**src/logic/cpd_defines.vh**
```
// Constants for the prebyte decoder and effective-address unit.
`ifndef CPD_DEFINES_VH
`define CPD_DEFINES_VH

// ==========================================================
// Prebyte codes
`define CPD_PRE_Y 8'h90
`define CPD_PRE_IY 8'h91
`define CPD_PRE_IX 8'h92
// Internal prebyte selection
`define CPD_PSEL_NONE 2'h0
`define CPD_PSEL_Y 2'h1
`define CPD_PSEL_IX 2'h2
`define CPD_PSEL_IY 2'h3

// ==========================================================
// Opcode forms, taken from the upper nibble of the opcode
`define CPD_F_BTJ 4'h0
`define CPD_F_BIT 4'h1
`define CPD_F_JR 4'h2
`define CPD_F_RMW_DIR 4'h3
`define CPD_F_RMW_A 4'h4
`define CPD_F_RMW_X 4'h5
`define CPD_F_RMW_SIX 4'h6
`define CPD_F_RMW_IX0 4'h7
`define CPD_F_MISC 4'h8
`define CPD_F_PRE 4'h9
`define CPD_F_IMM 4'hA
`define CPD_F_SDIR 4'hB
`define CPD_F_LDIR 4'hC
`define CPD_F_LIX 4'hD
`define CPD_F_SIX 4'hE
`define CPD_F_IX0 4'hF

// Operation nibbles that change decoding
`define CPD_OP_JP 4'hC
`define CPD_OP_CALL 4'hD
`define CPD_OP_ST 4'h7
`define CPD_OP_STX 4'hF
`define CPD_OP_RELATIVE_SUBROUTINE_CALL 4'hE
`define CPD_OP_MISC_BAD 4'hF
`define CPD_OP_JRA 4'h0
`define CPD_OP_JRF 4'h1

// ==========================================================
// Addressing modes (17)
`define CPD_M_INH 5'h00
`define CPD_M_IMM 5'h01
`define CPD_M_SDIR 5'h02
`define CPD_M_LDIR 5'h03
`define CPD_M_IX0 5'h04
`define CPD_M_SIX 5'h05
`define CPD_M_LIX 5'h06
`define CPD_M_SIND 5'h07
`define CPD_M_LIND 5'h08
`define CPD_M_SIIX 5'h09
`define CPD_M_LIIX 5'h0A
`define CPD_M_RDIR 5'h0B
`define CPD_M_RIND 5'h0C
`define CPD_M_BDIR 5'h0D
`define CPD_M_BIND 5'h0E
`define CPD_M_BREL 5'h0F
`define CPD_M_BIREL 5'h10

// ==========================================================
// Instruction groups (13)
`define CPD_G_LOAD 4'h0
`define CPD_G_STACK 4'h1
`define CPD_G_INCDEC 4'h2
`define CPD_G_CMP 4'h3
`define CPD_G_LOGIC 4'h4
`define CPD_G_BIT 4'h5
`define CPD_G_BTJ 4'h6
`define CPD_G_ARITH 4'h7
`define CPD_G_SHIFT 4'h8
`define CPD_G_JUMP 4'h9
`define CPD_G_CBR 4'hA
`define CPD_G_INT 4'hB
`define CPD_G_FLAG 4'hC

`endif

```
**src/logic/cpd_decoder.v**
```verilog
// Prebyte-aware instruction decoder and effective-address unit for an 8-bit CPU.
// What this block does
// - Short indirect: byte pointer gives page-zero operand.
// - Long indirect: byte pointer address, word pointer.
// - Indirect indexed adds index to fetched pointer.
// - Short indirect indexed reaches 1FE, one byte.
// - ALU ops accept long and short forms.
// - Read-modify-write, bit, jump ops short only.
// - Relative adds signed 8-bit offset to PC.
// - Relative direct offset follows the opcode.
// - Relative indirect fetches offset via pointer.
// - 63 instructions in 13 groups.
// - Instructions span one to four bytes.
// - Optional prebyte, opcode, zero to two bytes.
// - Three prebytes reinterpret the following opcode.
// - Prebyte 90 swaps X for Y.
// - Prebyte 92 turns direct forms indirect.
// - Prebyte 92 makes X indexed indirect indexed.
// - Prebyte 91 gives Y indirect indexed.
// - Four flag ops, four interrupt ops.
// - Unknown opcode byte raises illegal-opcode reset.
// - Disallowed prebyte combination causes no reset.
`include "cpd_defines.vh"

module cpd_decoder (
   // Clock and reset
   input wire clk,
   input wire arst_n,
   // Program memory
   output reg prog_rd,
   output reg [15:0] prog_addr,
   input wire prog_ack,
   input wire [7:0] prog_rdata,
   // Data memory
   output reg data_rd,
   output reg [15:0] data_addr,
   input wire data_ack,
   input wire [7:0] data_rdata,
   // Core control
   input wire pc_load,
   input wire [15:0] pc_value,
   input wire [7:0] x_reg,
   input wire [7:0] y_reg,
   input wire dec_accept,
   input wire take_branch,
   // Decoded instruction
   output reg dec_valid,
   output reg [7:0] dec_opcode,
   output reg [3:0] dec_group,
   output reg [4:0] dec_mode,
   output reg dec_use_y,
   output reg dec_short_only,
   output reg dec_pre_ignored,
   output reg [2:0] dec_len,
   output reg [15:0] dec_ea,
   output reg [15:0] dec_rel_target,
   output reg [15:0] dec_next_pc,
   output reg illegal_rst
);

   localparam [6:0] S_IDLE = 7'h01;
   localparam [6:0] S_OPC = 7'h02;
   localparam [6:0] S_DEC = 7'h04;
   localparam [6:0] S_ARG = 7'h08;
   localparam [6:0] S_PTR = 7'h10;
   localparam [6:0] S_CALC = 7'h20;
   localparam [6:0] S_WAIT = 7'h40;

   // ==========================================================
   // Group lookups for the two regular opcode families; only the read-modify-write one also gives legality
   function [4:0] rmw_info;
      input [3:0] n;
      begin
         case (n)
            4'h0, 4'h3: rmw_info = {1'b1, `CPD_G_LOGIC};
            4'h4, 4'h6, 4'h7, 4'h8, 4'h9, 4'hE: rmw_info = {1'b1, `CPD_G_SHIFT};
            4'hA, 4'hC: rmw_info = {1'b1, `CPD_G_INCDEC};
            4'hD: rmw_info = {1'b1, `CPD_G_CMP};
            4'hF: rmw_info = {1'b1, `CPD_G_LOAD};
            default: rmw_info = {1'b0, `CPD_G_LOAD};
         endcase
      end
   endfunction

   function [3:0] alu_group;
      input [3:0] n;
      begin
         case (n)
            4'h0, 4'h2, 4'h9, 4'hB: alu_group = `CPD_G_ARITH;
            4'h1, 4'h3, 4'h5: alu_group = `CPD_G_CMP;
            4'h4, 4'h8, 4'hA: alu_group = `CPD_G_LOGIC;
            4'hC, 4'hD: alu_group = `CPD_G_JUMP;
            default: alu_group = `CPD_G_LOAD;
         endcase
      end
   endfunction

   reg [6:0] state;
   reg [15:0] fpc;
   reg [1:0] psel;
   reg [7:0] opc;
   reg [7:0] b1;
   reg [7:0] b2;
   reg [7:0] ph;
   reg [7:0] pl;
   reg [1:0] nb;
   reg [15:0] arg_addr;

   wire [3:0] form = opc[7:4];
   wire [3:0] n = opc[3:0];
   wire [4:0] rmw = rmw_info(n);
   wire is_pre = (prog_rdata == `CPD_PRE_Y) || (prog_rdata == `CPD_PRE_IX) ||
      (prog_rdata == `CPD_PRE_IY);

   // ==========================================================
   // Opcode decode from the captured prebyte and opcode
   reg ok_y;
   reg ok_ix;
   reg ok_iy;
   reg d_legal;
   reg [4:0] d_mode;
   reg [3:0] d_group;
   reg d_use_y;
   reg d_rel;
   reg d_rel_ind;
   reg d_ptr;
   reg d_ptr_word;
   reg [1:0] d_extra;
   reg d_short_only;

   always @* begin
      // A prebyte only acts on the forms it is defined for; elsewhere it is dropped.
      ok_y = (psel == `CPD_PSEL_Y) && (form == `CPD_F_RMW_X || form == `CPD_F_RMW_SIX ||
         form == `CPD_F_RMW_IX0 || form >= `CPD_F_IMM);
      ok_ix = (psel == `CPD_PSEL_IX) && (form <= `CPD_F_RMW_DIR || form == `CPD_F_RMW_SIX ||
         (form >= `CPD_F_SDIR && form <= `CPD_F_SIX) ||
         (form == `CPD_F_MISC && n == `CPD_OP_RELATIVE_SUBROUTINE_CALL));
      ok_iy = (psel == `CPD_PSEL_IY) && (form == `CPD_F_RMW_SIX || form == `CPD_F_LIX ||
         form == `CPD_F_SIX);
      d_legal = 1'b1;
      d_mode = `CPD_M_INH;
      d_group = `CPD_G_LOAD;
      d_use_y = ok_y || ok_iy;
      d_rel = 1'b0;
      d_rel_ind = 1'b0;
      d_ptr = ok_ix || ok_iy;
      d_ptr_word = 1'b0;
      d_extra = 2'd1;
      d_short_only = 1'b1;
      case (form)
         `CPD_F_BTJ: begin
            d_group = `CPD_G_BTJ;
            d_mode = ok_ix ? `CPD_M_BIREL : `CPD_M_BREL;
            d_rel = 1'b1;
            d_extra = 2'd2;
         end
         `CPD_F_BIT: begin
            d_group = `CPD_G_BIT;
            d_mode = ok_ix ? `CPD_M_BIND : `CPD_M_BDIR;
         end
         `CPD_F_JR: begin
            d_group = (n == `CPD_OP_JRA || n == `CPD_OP_JRF) ? `CPD_G_JUMP : `CPD_G_CBR;
            d_mode = ok_ix ? `CPD_M_RIND : `CPD_M_RDIR;
            d_rel = 1'b1;
            d_rel_ind = ok_ix;
         end
         `CPD_F_RMW_DIR, `CPD_F_RMW_A, `CPD_F_RMW_X, `CPD_F_RMW_SIX, `CPD_F_RMW_IX0: begin
            d_legal = rmw[4];
            d_group = rmw[3:0];
            if (form == `CPD_F_RMW_DIR) begin
               d_mode = ok_ix ? `CPD_M_SIND : `CPD_M_SDIR;
            end else if (form == `CPD_F_RMW_SIX) begin
               d_mode = d_ptr ? `CPD_M_SIIX : `CPD_M_SIX;
            end else if (form == `CPD_F_RMW_IX0) begin
               d_mode = `CPD_M_IX0;
               d_extra = 2'd0;
            end else begin
               d_extra = 2'd0;
            end
         end
         `CPD_F_MISC: begin
            d_extra = 2'd0;
            case (n)
               4'h0, 4'h2, 4'h3, 4'h4: d_group = `CPD_G_INT;
               4'h5, 4'h6, 4'h7, 4'h8: d_group = `CPD_G_FLAG;
               4'h9, 4'hC, 4'hD: d_group = `CPD_G_STACK;
               4'hB: d_group = `CPD_G_ARITH;
               default: d_group = `CPD_G_JUMP;
            endcase
            if (n == `CPD_OP_RELATIVE_SUBROUTINE_CALL) begin
               d_mode = ok_ix ? `CPD_M_RIND : `CPD_M_RDIR;
               d_rel = 1'b1;
               d_rel_ind = ok_ix;
               d_extra = 2'd1;
            end
            d_legal = (n != `CPD_OP_MISC_BAD);
         end
         `CPD_F_PRE: begin
            d_legal = 1'b0;
         end
         default: begin
            // Arithmetic, logic, load, compare, jump and call families.
            d_group = alu_group(n);
            d_short_only = (d_group == `CPD_G_JUMP);
            if (form == `CPD_F_IMM) begin
               d_mode = `CPD_M_IMM;
               d_legal = !(n == `CPD_OP_JP || n == `CPD_OP_CALL || n == `CPD_OP_ST || n == `CPD_OP_STX);
            end else if (form == `CPD_F_SDIR) begin
               d_mode = ok_ix ? `CPD_M_SIND : `CPD_M_SDIR;
            end else if (form == `CPD_F_LDIR) begin
               d_mode = ok_ix ? `CPD_M_LIND : `CPD_M_LDIR;
               d_ptr_word = ok_ix;
               d_extra = ok_ix ? 2'd1 : 2'd2;
               d_legal = !d_short_only;
            end else if (form == `CPD_F_LIX) begin
               d_mode = d_ptr ? `CPD_M_LIIX : `CPD_M_LIX;
               d_ptr_word = d_ptr;
               d_extra = d_ptr ? 2'd1 : 2'd2;
               d_legal = !d_short_only;
            end else if (form == `CPD_F_SIX) begin
               d_mode = d_ptr ? `CPD_M_SIIX : `CPD_M_SIX;
            end else begin
               d_mode = `CPD_M_IX0;
               d_extra = 2'd0;
            end
         end
      endcase
   end

   // ==========================================================
   // Effective address and relative target
   reg [7:0] idx;
   reg [7:0] off;
   reg [15:0] ea;
   reg [15:0] target;

   always @* begin
      idx = d_use_y ? y_reg : x_reg;
      off = d_rel_ind ? pl : ((form == `CPD_F_BTJ) ? b2 : b1);
      target = fpc + {{8{off[7]}}, off};
      case (d_mode)
         `CPD_M_IMM: ea = arg_addr;
         `CPD_M_SDIR, `CPD_M_BDIR, `CPD_M_BREL: ea = {8'h00, b1};
         `CPD_M_LDIR: ea = {b1, b2};
         `CPD_M_IX0: ea = {8'h00, idx};
         `CPD_M_SIX: ea = {8'h00, b1} + {8'h00, idx};
         `CPD_M_LIX: ea = {b1, b2} + {8'h00, idx};
         `CPD_M_SIND, `CPD_M_BIND, `CPD_M_BIREL: ea = {8'h00, pl};
         `CPD_M_LIND: ea = {ph, pl};
         `CPD_M_SIIX: ea = {8'h00, pl} + {8'h00, idx};
         `CPD_M_LIIX: ea = {ph, pl} + {8'h00, idx};
         default: ea = 16'h0000;
      endcase
   end

   // ==========================================================
   // Fetch sequencer
   wire [1:0] ptr_cnt = d_ptr_word ? 2'd2 : 2'd1;
   wire need_data = d_ptr || d_rel_ind;

   always @(posedge clk or negedge arst_n) begin
      if (!arst_n) begin
         state <= S_IDLE;
         fpc <= 16'h0000;
         psel <= `CPD_PSEL_NONE;
         opc <= 8'h00;
         b1 <= 8'h00;
         b2 <= 8'h00;
         ph <= 8'h00;
         pl <= 8'h00;
         nb <= 2'd0;
         arg_addr <= 16'h0000;
         prog_rd <= 1'b0;
         prog_addr <= 16'h0000;
         data_rd <= 1'b0;
         data_addr <= 16'h0000;
         dec_valid <= 1'b0;
         dec_opcode <= 8'h00;
         dec_group <= 4'h0;
         dec_mode <= 5'h00;
         dec_use_y <= 1'b0;
         dec_short_only <= 1'b0;
         dec_pre_ignored <= 1'b0;
         dec_len <= 3'd0;
         dec_ea <= 16'h0000;
         dec_rel_target <= 16'h0000;
         dec_next_pc <= 16'h0000;
         illegal_rst <= 1'b0;
      end else begin
         illegal_rst <= 1'b0;
         if (pc_load) begin
            // A load abandons any instruction in flight.
            state <= S_OPC;
            fpc <= pc_value;
            psel <= `CPD_PSEL_NONE;
            prog_rd <= 1'b0;
            data_rd <= 1'b0;
            dec_valid <= 1'b0;
         end else begin
            case (state)
               S_IDLE: begin
                  state <= S_IDLE;
               end
               S_OPC: begin
                  if (!prog_rd) begin
                     prog_rd <= 1'b1;
                     prog_addr <= fpc;
                  end else if (prog_ack) begin
                     prog_rd <= 1'b0;
                     fpc <= fpc + 16'h0001;
                     if (is_pre) begin
                        // A second prebyte replaces the first.
                        psel <= (prog_rdata == `CPD_PRE_Y) ? `CPD_PSEL_Y :
                           (prog_rdata == `CPD_PRE_IX) ? `CPD_PSEL_IX : `CPD_PSEL_IY;
                     end else begin
                        opc <= prog_rdata;
                        state <= S_DEC;
                     end
                  end
               end
               S_DEC: begin
                  arg_addr <= fpc;
                  nb <= 2'd0;
                  if (!d_legal) begin
                     illegal_rst <= 1'b1;
                     state <= S_IDLE;
                  end else if (d_extra != 2'd0) begin
                     state <= S_ARG;
                  end else begin
                     state <= S_CALC;
                  end
               end
               S_ARG: begin
                  if (!prog_rd) begin
                     prog_rd <= 1'b1;
                     prog_addr <= fpc;
                  end else if (prog_ack) begin
                     prog_rd <= 1'b0;
                     fpc <= fpc + 16'h0001;
                     nb <= nb + 2'd1;
                     if (nb == 2'd0) begin
                        b1 <= prog_rdata;
                     end else begin
                        b2 <= prog_rdata;
                     end
                     if (nb + 2'd1 == d_extra) begin
                        nb <= 2'd0;
                        ph <= 8'h00;
                        state <= need_data ? S_PTR : S_CALC;
                     end
                  end
               end
               S_PTR: begin
                  if (!data_rd) begin
                     data_rd <= 1'b1;
                     // Second pointer byte wraps inside page zero.
                     data_addr <= {8'h00, b1 + {6'h00, nb}};
                  end else if (data_ack) begin
                     data_rd <= 1'b0;
                     nb <= nb + 2'd1;
                     if (nb == 2'd0 && d_ptr_word) begin
                        ph <= data_rdata;
                     end else begin
                        pl <= data_rdata;
                     end
                     if (nb + 2'd1 == ptr_cnt) begin
                        state <= S_CALC;
                     end
                  end
               end
               S_CALC: begin
                  dec_valid <= 1'b1;
                  dec_opcode <= opc;
                  dec_group <= d_group;
                  dec_mode <= d_mode;
                  dec_use_y <= d_use_y;
                  dec_short_only <= d_short_only;
                  dec_pre_ignored <= (psel != `CPD_PSEL_NONE) && !(ok_y || ok_ix || ok_iy);
                  dec_len <= {2'b00, psel != `CPD_PSEL_NONE} + 3'd1 + {1'b0, d_extra};
                  dec_ea <= ea;
                  dec_rel_target <= d_rel ? target : fpc;
                  dec_next_pc <= fpc;
                  state <= S_WAIT;
               end
               S_WAIT: begin
                  if (dec_accept) begin
                     dec_valid <= 1'b0;
                     psel <= `CPD_PSEL_NONE;
                     fpc <= (take_branch && d_rel) ? dec_rel_target : fpc;
                     state <= S_OPC;
                  end
               end
               default: begin
                  state <= S_IDLE;
               end
            endcase
         end
      end
   end

endmodule

```
**config.mk**
```make
export PLATFORM = sky130hd
export DESIGN_NAME = cpd_decoder
export DESIGN_NICKNAME = d
export VERILOG_FILES = /design/src/logic/cpd_decoder.v
export VERILOG_INCLUDE_DIRS = /design/src /design/src/logic
export SDC_FILE = /design/constraint.sdc
export NUM_CORES = 1
export LEC_CHECK = 0
export ABC_AREA = 1
export BUFFER_PORTS_ARGS = -buffer_cell sky130_fd_sc_hd__buf_2
export CORE_UTILIZATION = 55
export DETAILED_ROUTE_END_ITERATION = 8
export GPL_TIMING_DRIVEN = 0
export HOLD_SLACK_MARGIN = 0.05
export PLACE_DENSITY = 0.77
export SYNTH_ARGS = -nofsm -noshare
export SYNTH_HDL_FRONTEND = slang
export SYNTH_SLANG_ARGS = --single-unit
```
**constraint.sdc**
```tcl
create_clock -name clk -period 7.3 [get_ports clk]
set_input_delay 0.365 -clock clk [delete_from_list [all_inputs] [get_ports clk]]
set_output_delay 0.365 -clock clk [all_outputs]
set_load 0.05 [all_outputs]
```
==> results.ini, run 1 <==
[synth]
synth_compound_area_frac = 0.178
synthAdderAreaFrac = 0.0551
synth_cells = 1542
synth_edf_count = 0
synth_mux_area_frac = 0.00295
synth_xor_area_frac = 0.0214
ys_ff_latch = 182
seq_area_frac_synth = 0.398
synth_top_family_by_area = simple AND/OR/NAND/NOR gates
synth-main-ff-cell = dfrtp_1
yosys.area_share.simple = 0.256
synth.distinct_cells = 63
synth-async-reset-ratio = 1.00
netlist_area_mm2 = 0.0114
ys_warn_count = 0
avgSynthCellArea_um2 = 7.42

[setup_path]
r2r-start = opc[0]
critPathCapture = dec_rel_target[13]
path_max_fanout = 10
start_kind = flip-flop
worst-endpoint-arrival_ns = 4.90
reg2reg_to = dec_rel_target[13]
path_class = flip-flop to flip-flop
rrSetupSlack_ns = 2.71
cp.required_ns = 7.61
worst-r2r-cell-count = 22
cp-startpoint = opc[0]
endpoint_kind = flip-flop

[grt]
grt_use_total = 0.357
overflow = 0
grt_pass1_wl_mm = 58.9
grt_max_degree = 121
grt_pass1_vias = 10800
grt_antenna_before_repair = 0

[routing]
drt_iter0_drc = 935
drc = 0
vias = 11400
post_drt_wl_per_cell_um = 18.6
first_pass_iters = 5
via_per_inst = 5.70
wirelength_mm = 37.2
drtAntennaViolNets = 0

[floorplanning]
die_y_um = 146
die_w_um = 146
rows = 52
die_area_mm2 = 0.0214
fp.coreArea_mm2 = 0.0203
start_util = 0.564
io_pins = 162

[sta]
skew_ns = 0.0135
slew_headroom = 0.351
worstMarginPinSlew_ns = 0.974
holdWs_ns = 0.202
post-route-period-util = 0.629
fin_crit_ns = 4.59
rsz0062_at_grt = no
final-setup-viol-count = 0
tns_ns = 0
slew_violations = 0
fmax_ghz = 0.218
hold_viol_final = 0

[clocking]
cts.repair.resized = 0
clock_latency_ns = 0.45
cts_buffer_depth = 2
path_clk_slew_ns = 0.08
clock-sinks = 182
cts_tree = done
cts_max_level = 4
cts-buffers-inserted = 17
clock-root-buffer = clkbuf_16

[placement]
dp.final_hpwl_mm = 28.8
gp_congestion = 0.979
portBuffers = 152
dp_cells = 1972

[flow_run]
drv_cap = 0

[finish]
drive_above_1_share = 0.155
layout_commonest_cell = nand2_1
nFillCells = 1823
syn2layout_area_growth_pct = 15.5
layout_common_cells = nand2_1 (413), o21ai_0 (195), dfrtp_1 (181)
antenna_cells = 0
instances_no_fill = 2005
fin_nets = 1825

[hold_path]
holdCritPathClass = input pin to flip-flop
hp-start = data_rdata[7]

[power]
ir_drop_mv = 0.233
p_per_area_mw_per_mm2 = 265
power_leakage_nw = 6.63

[status]
status = finished, final reports clean

==> sequential cells by signal, indices dropped and copies added, names as in the netlist, 16 cells and up <==
register	cells
arg_addr	16
dec_rel_target	16
prog_addr	16
fpc	16
dec_ea	16
dec_next_pc	16
==> repair_timing <==
action | in CTS | in global routing
hold buffers | 1 | 0
buffers inserted | 0 | 0
hold endpoints to repair | 62 | 0
==> layer usage <==
metal  wire, um  up-vias  track usage
met5          0        -            0
met4       1490        0        0.153
met3       2910       98       0.0547
met2      17300      544        0.577
met1      15500     5353        0.479
li1           -     5425            -
==> critical path, cell delays in order, from the launching register on <==
cell and delay [ns]:
dfrtp_1 0.48, inv_1 0.14, ha_1 0.18, inv_1 0.05, nor2_2 0.22, nand2_4 0.10, nand3_2 0.13, nand3_1 0.31
clkbuf_1 0.31, o21ai_0 0.50, ha_1 0.35, nand3_1 0.10, nand2_1 0.11, nand2_1 0.08, nand3_1 0.14, a21boi_0 0.35
o21ai_0 0.14, a21oi_1 0.28, o21ai_0 0.13, nand2_1 0.08, nand3_1 0.10, nand2_1 0.08, o21ai_0 0.08
==> cells by family after synthesis <==
logic type / Yosys count
compound gates: 358
fa+ha+maj: 48
other cells: 1
xor+xnor: 28
buf+inv: 247
simple gates: 675
mux: 3
flops: 182
==> cells in the mapped netlist (3+ instances only) <==
library cell / count / area [um^2]
clkbuf_1: 41 / 154
o221ai_1: 4 / 35.0
buf_2: 3 / 15.0
nor3_1: 17 / 85.1
nand3_2: 8 / 80.1
nand2_1: 413 / 1550
fa_1: 4 / 80.1
buf_4: 12 / 90.1
xnor2_1: 7 / 61.3
nor2_4: 4 / 45.0
nor2_2: 4 / 25.0
o31ai_1: 5 / 37.5
mux2_2: 3 / 33.8
nand2_2: 8 / 50.1
o22ai_1: 12 / 75.1
nor4_1: 6 / 37.5
xor2_1: 21 / 184
nand3_1: 62 / 310
a221oi_1: 9 / 78.8
nor2_1: 108 / 405
o211ai_1: 17 / 128
o2111ai_1: 4 / 35.0
a21oi_1: 57 / 285
ha_1: 44 / 551
a31oi_1: 5 / 31.3
o21ai_1: 24 / 120
nand4_1: 17 / 106
a22o_1: 3 / 26.3
o21ai_0: 195 / 976
dfrtp_1: 181 / 4530
inv_2: 10 / 37.5
nand2_4: 6 / 67.6
a32oi_1: 3 / 26.3
inv_1: 173 / 649
nor3b_1: 4 / 30.0
or2_2: 11 / 68.8
==> where the power goes <==
part           switching, mW  total [mW]  internal, mW  leakage (nW)
Sequential             0.108        1.22          1.11          2.30
Combinational          0.960        1.34         0.383          4.03
Clock                  0.478       0.943         0.465         0.295
Total                   1.55        3.50          1.96          6.63
==> worst min path at each step <==
stage / slack, ns / cells after the start / to
global placement: 0.45 / 2 / dec_short_only
detailed placement: 0.33 / 1 / dec_opcode[2]
floorplan: 0.07 / 0 / arg_addr[0]
CTS: 0.20 / 3 / ph[7]
finish: 0.20 / 3 / ph[7]
global route: 0.21 / 3 / ph[6]
==> layout make-up <==
| cell class | count | area, um^2 | area share |
|---|---|---|---|
| clock buffers | 17 | 425 | 0.0322 |
| inverters | 186 | 701 | 0.0530 |
| multi-input cells | 1120 | 5910 | 0.447 |
| plain buffers | 61 | 304 | 0.0230 |
| clock inverters | 15 | 179 | 0.0135 |
| repair buffers | 154 | 808 | 0.0611 |
| well taps | 270 | 338 | 0.0255 |
| flip-flops and latches | 182 | 4560 | 0.344 |
==> through the flow <==
stage	setup slack, ns	utilization	instance area [um^2]	power, mW
after floorplan	3.59	-	11500	2.15
after global placement	2.89	0.619	12600	2.53
after detailed placement	2.86	0.621	12600	2.54
after CTS	2.81	0.652	13200	3.49
after global routing	2.34	0.652	13200	3.69
final	2.71	0.652	13200	3.50
No activity file was read; power rests on OpenSTA's default activity.
==> run 2, diff against run 1 <==
==> constraint.sdc (replaced) <==
create_clock -name clk -period 4.4 [get_ports clk]
set_input_delay 0.22 -clock clk [delete_from_list [all_inputs] [get_ports clk]]
set_output_delay 0.22 -clock clk [all_outputs]
set_load 0.05 [all_outputs]
==> run 2 against run 1 <==
  * Fmax increased by 10%
  * Power increased by 69%
  * Sequential power grew 66%
  * Final cell count grew 0.45%
  * Register-to-register slack got worse by 2.5 ns
  * Core utilization is 0.88 points higher
  * Flip-flop and latch count stayed put
  * Critical path type unchanged
  * Largest power group unchanged
  * Highest routed layer unchanged
==> results.ini, run 2 (synthesis results as in run 1) <==
[floorplanning]
start_util = 0.564  ; unchanged
die_area_mm2 = 0.0214  ; unchanged
die_w_um = 146  ; unchanged
rows = 52  ; unchanged
io_pins = 162  ; unchanged
fp.coreArea_mm2 = 0.0203  ; unchanged
die_y_um = 146  ; unchanged

[setup_path]
endpoint_kind = flip-flop
path_max_fanout = 10  ; unchanged
worst-r2r-cell-count = 21  ; -4.5%
r2r-start = opc[6]
reg2reg_to = dec_rel_target[13]
cp.required_ns = 4.72  ; -2.89 ns
rrSetupSlack_ns = 0.24  ; -2.47 ns
path_class = flip-flop to flip-flop
start_kind = flip-flop
critPathCapture = dec_rel_target[13]
cp-startpoint = opc[6]
worst-endpoint-arrival_ns = 4.48  ; -0.42 ns

[sta]
worstMarginPinSlew_ns = 0.974  ; -0.0000866 ns
post-route-period-util = 0.946  ; +0.317
hold_viol_final = 0  ; unchanged
slew_violations = 0  ; unchanged
skew_ns = 0.0143  ; +0.000806 ns
slew_headroom = 0.351  ; about the same
final-setup-viol-count = 0  ; unchanged
rsz0062_at_grt = yes
fmax_ghz = 0.240  ; +10%
fin_crit_ns = 4.16  ; -0.428 ns
tns_ns = 0  ; unchanged

[clocking]
cts_buffer_depth = 2  ; unchanged
clock-root-buffer = clkbuf_16
cts_max_level = 4  ; unchanged
path_clk_slew_ns = 0.08  ; about the same
clock-sinks = 182  ; unchanged
clock_latency_ns = 0.45  ; about the same
cts_tree = done
cts-buffers-inserted = 17  ; unchanged

[finish]
antenna_cells = 0  ; unchanged
layout_commonest_cell = nand2_1
syn2layout_area_growth_pct = 17.1
finalInstanceArea_mm2 = 0.0134  ; +1.3%
fin_nets = 1834  ; +0.49%
drive_above_1_share = 0.174  ; +0.0187
layout_common_cells = nand2_1 (411), o21ai_0 (191), dfrtp_1 (179)

[power]
p_sw_mw = 2.62  ; +69%
p_per_area_mw_per_mm2 = 443  ; +67%
switching_share = 0.442  ; about the same
power_leakage_nw = 6.68  ; +0.78%
clockPowerShare = 0.264  ; -0.005
p_seq_frac = 0.340  ; -0.007
power_mw = 5.93  ; +69%
combPwrFrac = 0.396  ; +0.013
ir_drop_mv = 0.388  ; +66%
intPower_mw = 3.31  ; +69%

[routing]
first_pass_iters = 6  ; +1
drc = 0  ; unchanged
post_drt_wl_per_cell_um = 18.7  ; +0.48%
via_per_inst = 5.71  ; +0.34%
drt_iter0_drc = 925  ; -1.1%
vias = 11500  ; +0.79%
wirelength_mm = 37.6  ; +0.93%
drtAntennaViolNets = 0  ; unchanged

[grt]
grt_antenna_before_repair = 0  ; unchanged
grt_use_total = 0.358  ; +0.000752
grt_max_degree = 121  ; unchanged
grt_pass1_wl_mm = 59.1  ; +0.20%
grt_pass1_vias = 10800  ; +0.028%
overflow = 0  ; unchanged

[placement]
dp.final_hpwl_mm = 28.8  ; unchanged
portBuffers = 152  ; unchanged
place_area_mm2 = 0.0126  ; unchanged
gp_congestion = 0.979  ; unchanged

[flow_run]
drv_cap = 0  ; unchanged

[hold_path]
holdCritPathClass = input pin to flip-flop

[status]
status = finished, final reports clean

[run 2: changes by cell type in the layout (fill, tap and decap cells not counted), sizes merged]
cell	previous run	this run
buf	173	183
clkbuf	58	57
[run 2: worst min path at each step]
| stage | start | to | depth (start not counted) |
|---|---|---|---|
| floorplan | arst_n | arg_addr[0] | 0 |
| global placement | dec_short_only | dec_short_only | 2 |
| detailed placement | arst_n | dec_opcode[2] | 1 |
| CTS | data_rdata[7] | ph[7] | 3 |
| global route | data_rdata[6] | ph[6] | 3 |
| finish | data_rdata[6] | ph[6] | 3 |
[run 2: final cells by class]
class                   instances  area (um^2)
plain buffers                  60          308
clock buffers                  17          425
clock inverters                15          179
fillers                      1805         6900
inverters                     186          701
multi-input cells            1120         6010
flip-flops and latches        182         4560
well taps                     270          338
repair buffers                164          883
[run 2: what timing repair did]
item,4_1_cts,5_1_grt
endpoints found under the hold margin,62,0
pin swaps,0,6
hold buffers,1,0
buffers inserted,1,9
resized for setup,4,39
setup endpoints to repair,2,14
[run 2: power by group through the flow]
stage / Clock [mW] / Sequential, mW / Combinational (mW)
floorplan: 0 / 2.27 / 1.31
global placement: 0 / 2.04 / 2.16
detailed placement: 0 / 2.04 / 2.18
CTS: 1.58 / 2.01 / 2.21
global route: 1.64 / 2.04 / 2.56
finish: 1.57 / 2.02 / 2.35
[run 2: worst max-delay path: stages (launching register included)]
cell and delay, ns:
dfrtp_1 0.37, buf_4 0.17, inv_4 0.09, nand2_2 0.09
nor2_4 0.19, nand2_4 0.10, nand3_4 0.13, nand3_2 0.21
buf_4 0.27, o21ai_0 0.41, ha_1 0.37, a21oi_1 0.15
or2_2 0.11, nand3_1 0.13, a21boi_0 0.35, o21ai_0 0.14
a21oi_1 0.28, o21ai_0 0.13, nand2_1 0.08, nand3_1 0.10
nand2_1 0.08, o21ai_0 0.08
[run 2: through the flow]
stage | std cells | hold WS, ns | utilization | worst slack [ns]
2_1_floorplan | 1549 | -0.0756 | - | 0.687
3_3_place_gp | 1971 | 0.450 | 0.619 | -0.00566
3_5_place_dp | 1972 | 0.185 | 0.621 | -0.0394
4_1_cts | 2006 | 0.0505 | 0.652 | 0.0309
5_1_grt | 2014 | 0.0672 | 0.660 | -0.0505
6_report | 2014 | 0.0497 | 0.660 | 0.239
[run 2: layer usage]
layer	part of all wire	routed length, um	GRT usage	vias up
met1	0.42	15900	0.480	5436
met5	0	0	0	-
met3	0.071	2670	0.0547	98
met4	0.040	1520	0.152	0
met2	0.47	17500	0.578	532
li1	-	-	-	5444
==> run 3, diff against run 2 <==
--- a/config.mk
+++ b/config.mk
@@ -8,11 +8,12 @@
 export LEC_CHECK = 0
 export ABC_AREA = 1
 export BUFFER_PORTS_ARGS = -buffer_cell sky130_fd_sc_hd__buf_2
-export CORE_UTILIZATION = 55
+export CORE_UTILIZATION = 60
+export CTS_BUF_LIST = sky130_fd_sc_hd__clkbuf_8
 export DETAILED_ROUTE_END_ITERATION = 8
 export GPL_TIMING_DRIVEN = 0
 export HOLD_SLACK_MARGIN = 0.05
-export PLACE_DENSITY = 0.77
+export PLACE_DENSITY = 0.83
 export SYNTH_ARGS = -nofsm -noshare
 export SYNTH_HDL_FRONTEND = slang
 export SYNTH_SLANG_ARGS = --single-unit
==> run 3 against run 2 <==
  * Sequential share of layout area rose by 0.20 points
  * Combinational power barely moved
  * Power fell by 5.8%
  * Flip-flop and latch count did not move
  * Critical path depth rose by 8
  * Global-route usage rose by 3.3 points
  * Clock-buffer cell count did not move
  * Register-to-register slack barely moved
  * First-iteration DRC count rose by 28%
==> results.ini, run 3 (synthesis results as in run 1) <==
[floorplanning]
rows = 50  ; -3.8%
die_w_um = 140  ; -4.2%
start_util = 0.612  ; +0.0481
die_y_um = 140  ; -4.2%
die_area_mm2 = 0.0196  ; -8.2%
fp.coreArea_mm2 = 0.0187  ; -7.9%
io_pins = 162  ; unchanged

[routing]
vias = 11800  ; +2.3%
wl_met3_mm = 3.37  ; +27%
wl_met1_mm = 15.4  ; -3.2%
post_drt_wl_per_cell_um = 18.9  ; +1.5%
drt_iter0_drc = 1182  ; +28%
topRoutingLayerUsed = met4
dr_wl_met2_mm = 17.4  ; -0.87%
drtAntennaViolNets = 0  ; unchanged
drc = 0  ; unchanged
first_pass_iters = 8  ; +2
wirelength_mm = 37.7  ; +0.32%
via_per_inst = 5.91  ; +3.5%

[sta]
slew_violations = 0  ; unchanged
slew_headroom = 0.399  ; +0.0481
fin_crit_ns = 4.16  ; -0.00614 ns
final-setup-viol-count = 0  ; unchanged
hold_viol_final = 0  ; unchanged
worstMarginPinSlew_ns = 0.896  ; -0.0782 ns
fmax_ghz = 0.241  ; +0.15%
holdWs_ns = 0.0705  ; +0.0208 ns
post-route-period-util = 0.944  ; -0.00140
skew_ns = 0.0165  ; +0.00219 ns

[setup_path]
endpoint_kind = flip-flop
path_class = flip-flop to flip-flop
start_kind = flip-flop
cp.required_ns = 4.79  ; +0.07 ns
slowest_delay_ns = 0.47  ; +0.06 ns
worst-endpoint-arrival_ns = 4.54  ; +0.06 ns
critPathMostFrequentCell = nand2_1
slowest_stage = dfrtp_2
path_max_fanout = 10  ; unchanged

[power]
ir_drop_mv = 0.342  ; -12%
power_leakage_nw = 6.65  ; -0.35%
power_mw = 5.59  ; -5.8%
p_per_area_mw_per_mm2 = 419  ; -5.3%

[finish]
syn2layout_area_growth_pct = 16.4
finalInstanceArea_mm2 = 0.0133  ; -0.56%
final_util = 0.713  ; +0.0523
layout_common_cells = nand2_1 (410), o21ai_0 (188), dfrtp_1 (178)
drive_above_1_share = 0.171  ; -0.00242
fin_nets = 1847  ; +0.71%
layout_commonest_cell = nand2_1
instances_no_fill = 1991  ; -1.1%
antenna_cells = 0  ; unchanged

[grt]
grt_use_total = 0.391  ; +0.0333
grt_pass1_wl_mm = 58.8  ; -0.37%
grt_antenna_before_repair = 0  ; unchanged
grt_pass1_vias = 11000  ; +1.2%
overflow = 0  ; unchanged
grt_max_degree = 119  ; -1.7%

[hold_path]
holdCritPathClass = input pin to flip-flop

[placement]
gp_congestion = 1.00  ; +2.5%
dp.final_hpwl_mm = 28.5  ; -1.0%
place_area_mm2 = 0.0126  ; -0.36%
dp_cells = 1936  ; -1.8%
portBuffers = 152  ; unchanged

[flow_run]
drv_cap = 0  ; unchanged

[clocking]
path_clk_slew_ns = 0.11  ; +0.03 ns
clock_latency_ns = 0.49  ; +0.04 ns
clock-sinks = 182  ; unchanged
cts_max_level = 4  ; unchanged
cts_buffer_depth = 2  ; unchanged
cts_tree = done
cts-buffers-inserted = 17  ; unchanged
clock-root-buffer = clkbuf_8

[status]
status = finished, final reports clean

[run 3: changes by cell type in the layout (fill, tap and decap cells not counted), sizes merged]
| cell | before | now |
|---|---|---|
| inv | 192 | 194 |
| clkinvlp | 0 | 2 |
| dlygate4sd3 | 1 | 14 |
| clkbuf | 57 | 60 |
| bufinv | 0 | 1 |
| buf | 183 | 180 |
| clkinv | 9 | 4 |
[run 3: where the power goes]
group          internal [mW]  switching [mW]  leakage (nW)
logic                  0.705            1.65          4.15
registers               1.84           0.180          2.30
clock network          0.485           0.719         0.207
[run 3: path summary, 6_finish.rpt]
check                                 to  depth (start not counted)           from  slack (ns)
max                            dec_ea[5]                         29         opc[0]        0.24
min                               opc[5]                          3  prog_rdata[5]        0.07
max reg2reg                    dec_ea[5]                         29         opc[0]        0.24
min reg2reg                   dec_len[2]                          2     dec_len[2]        0.47
max in group asynchronous     dec_ea[14]                          3         arst_n        3.18
min in group asynchronous  dec_opcode[0]                          2         arst_n        0.25
[run 3: stage by stage]
| stage | setup slack (ns) | setup TNS (ns) |
|---|---|---|
| after floorplan | 0.687 | 0 |
| after global placement | -0.0219 | -0.0219 |
| after detailed placement | -0.00619 | -0.00623 |
| after CTS | 0.0119 | 0 |
| after global routing | -0.0223 | -0.0505 |
| final | 0.245 | 0 |
[run 3: layer usage]
| layer | vias to the layer above | track usage |
|---|---|---|
| met2 | 640 | 0.624 |
| met1 | 5545 | 0.522 |
| met5 | - | 0 |
| met4 | 0 | 0.176 |
| li1 | 5470 | - |
| met3 | 120 | 0.0701 |
[run 3: worst max-delay path: cells and delay by family, from the launching register on]
family / cells / cell delay [ns]
buf+inv: 4 / 0.52
flops: 1 / 0.47
compound gates: 5 / 0.82
simple gates: 18 / 1.80
fa+ha+maj: 2 / 0.43
[run 3: final cells by class]
type                    instances  area, um^2
plain buffers                  61         313
clock buffers                  17         234
clock inverters                15         179
fillers                      1598        5380
inverters                     186         704
multi-input cells            1120        6020
flip-flops and latches        182        4560
well taps                     234         293
repair buffers                176        1030
[run 3: what timing repair did]
item	CTS	global route
resized for setup	2	40
setup endpoints to repair	4	19
gates cloned	0	1
endpoints found under the hold margin	83	0
pin swaps	0	9
hold buffers	14	0
setup buffers	1	7
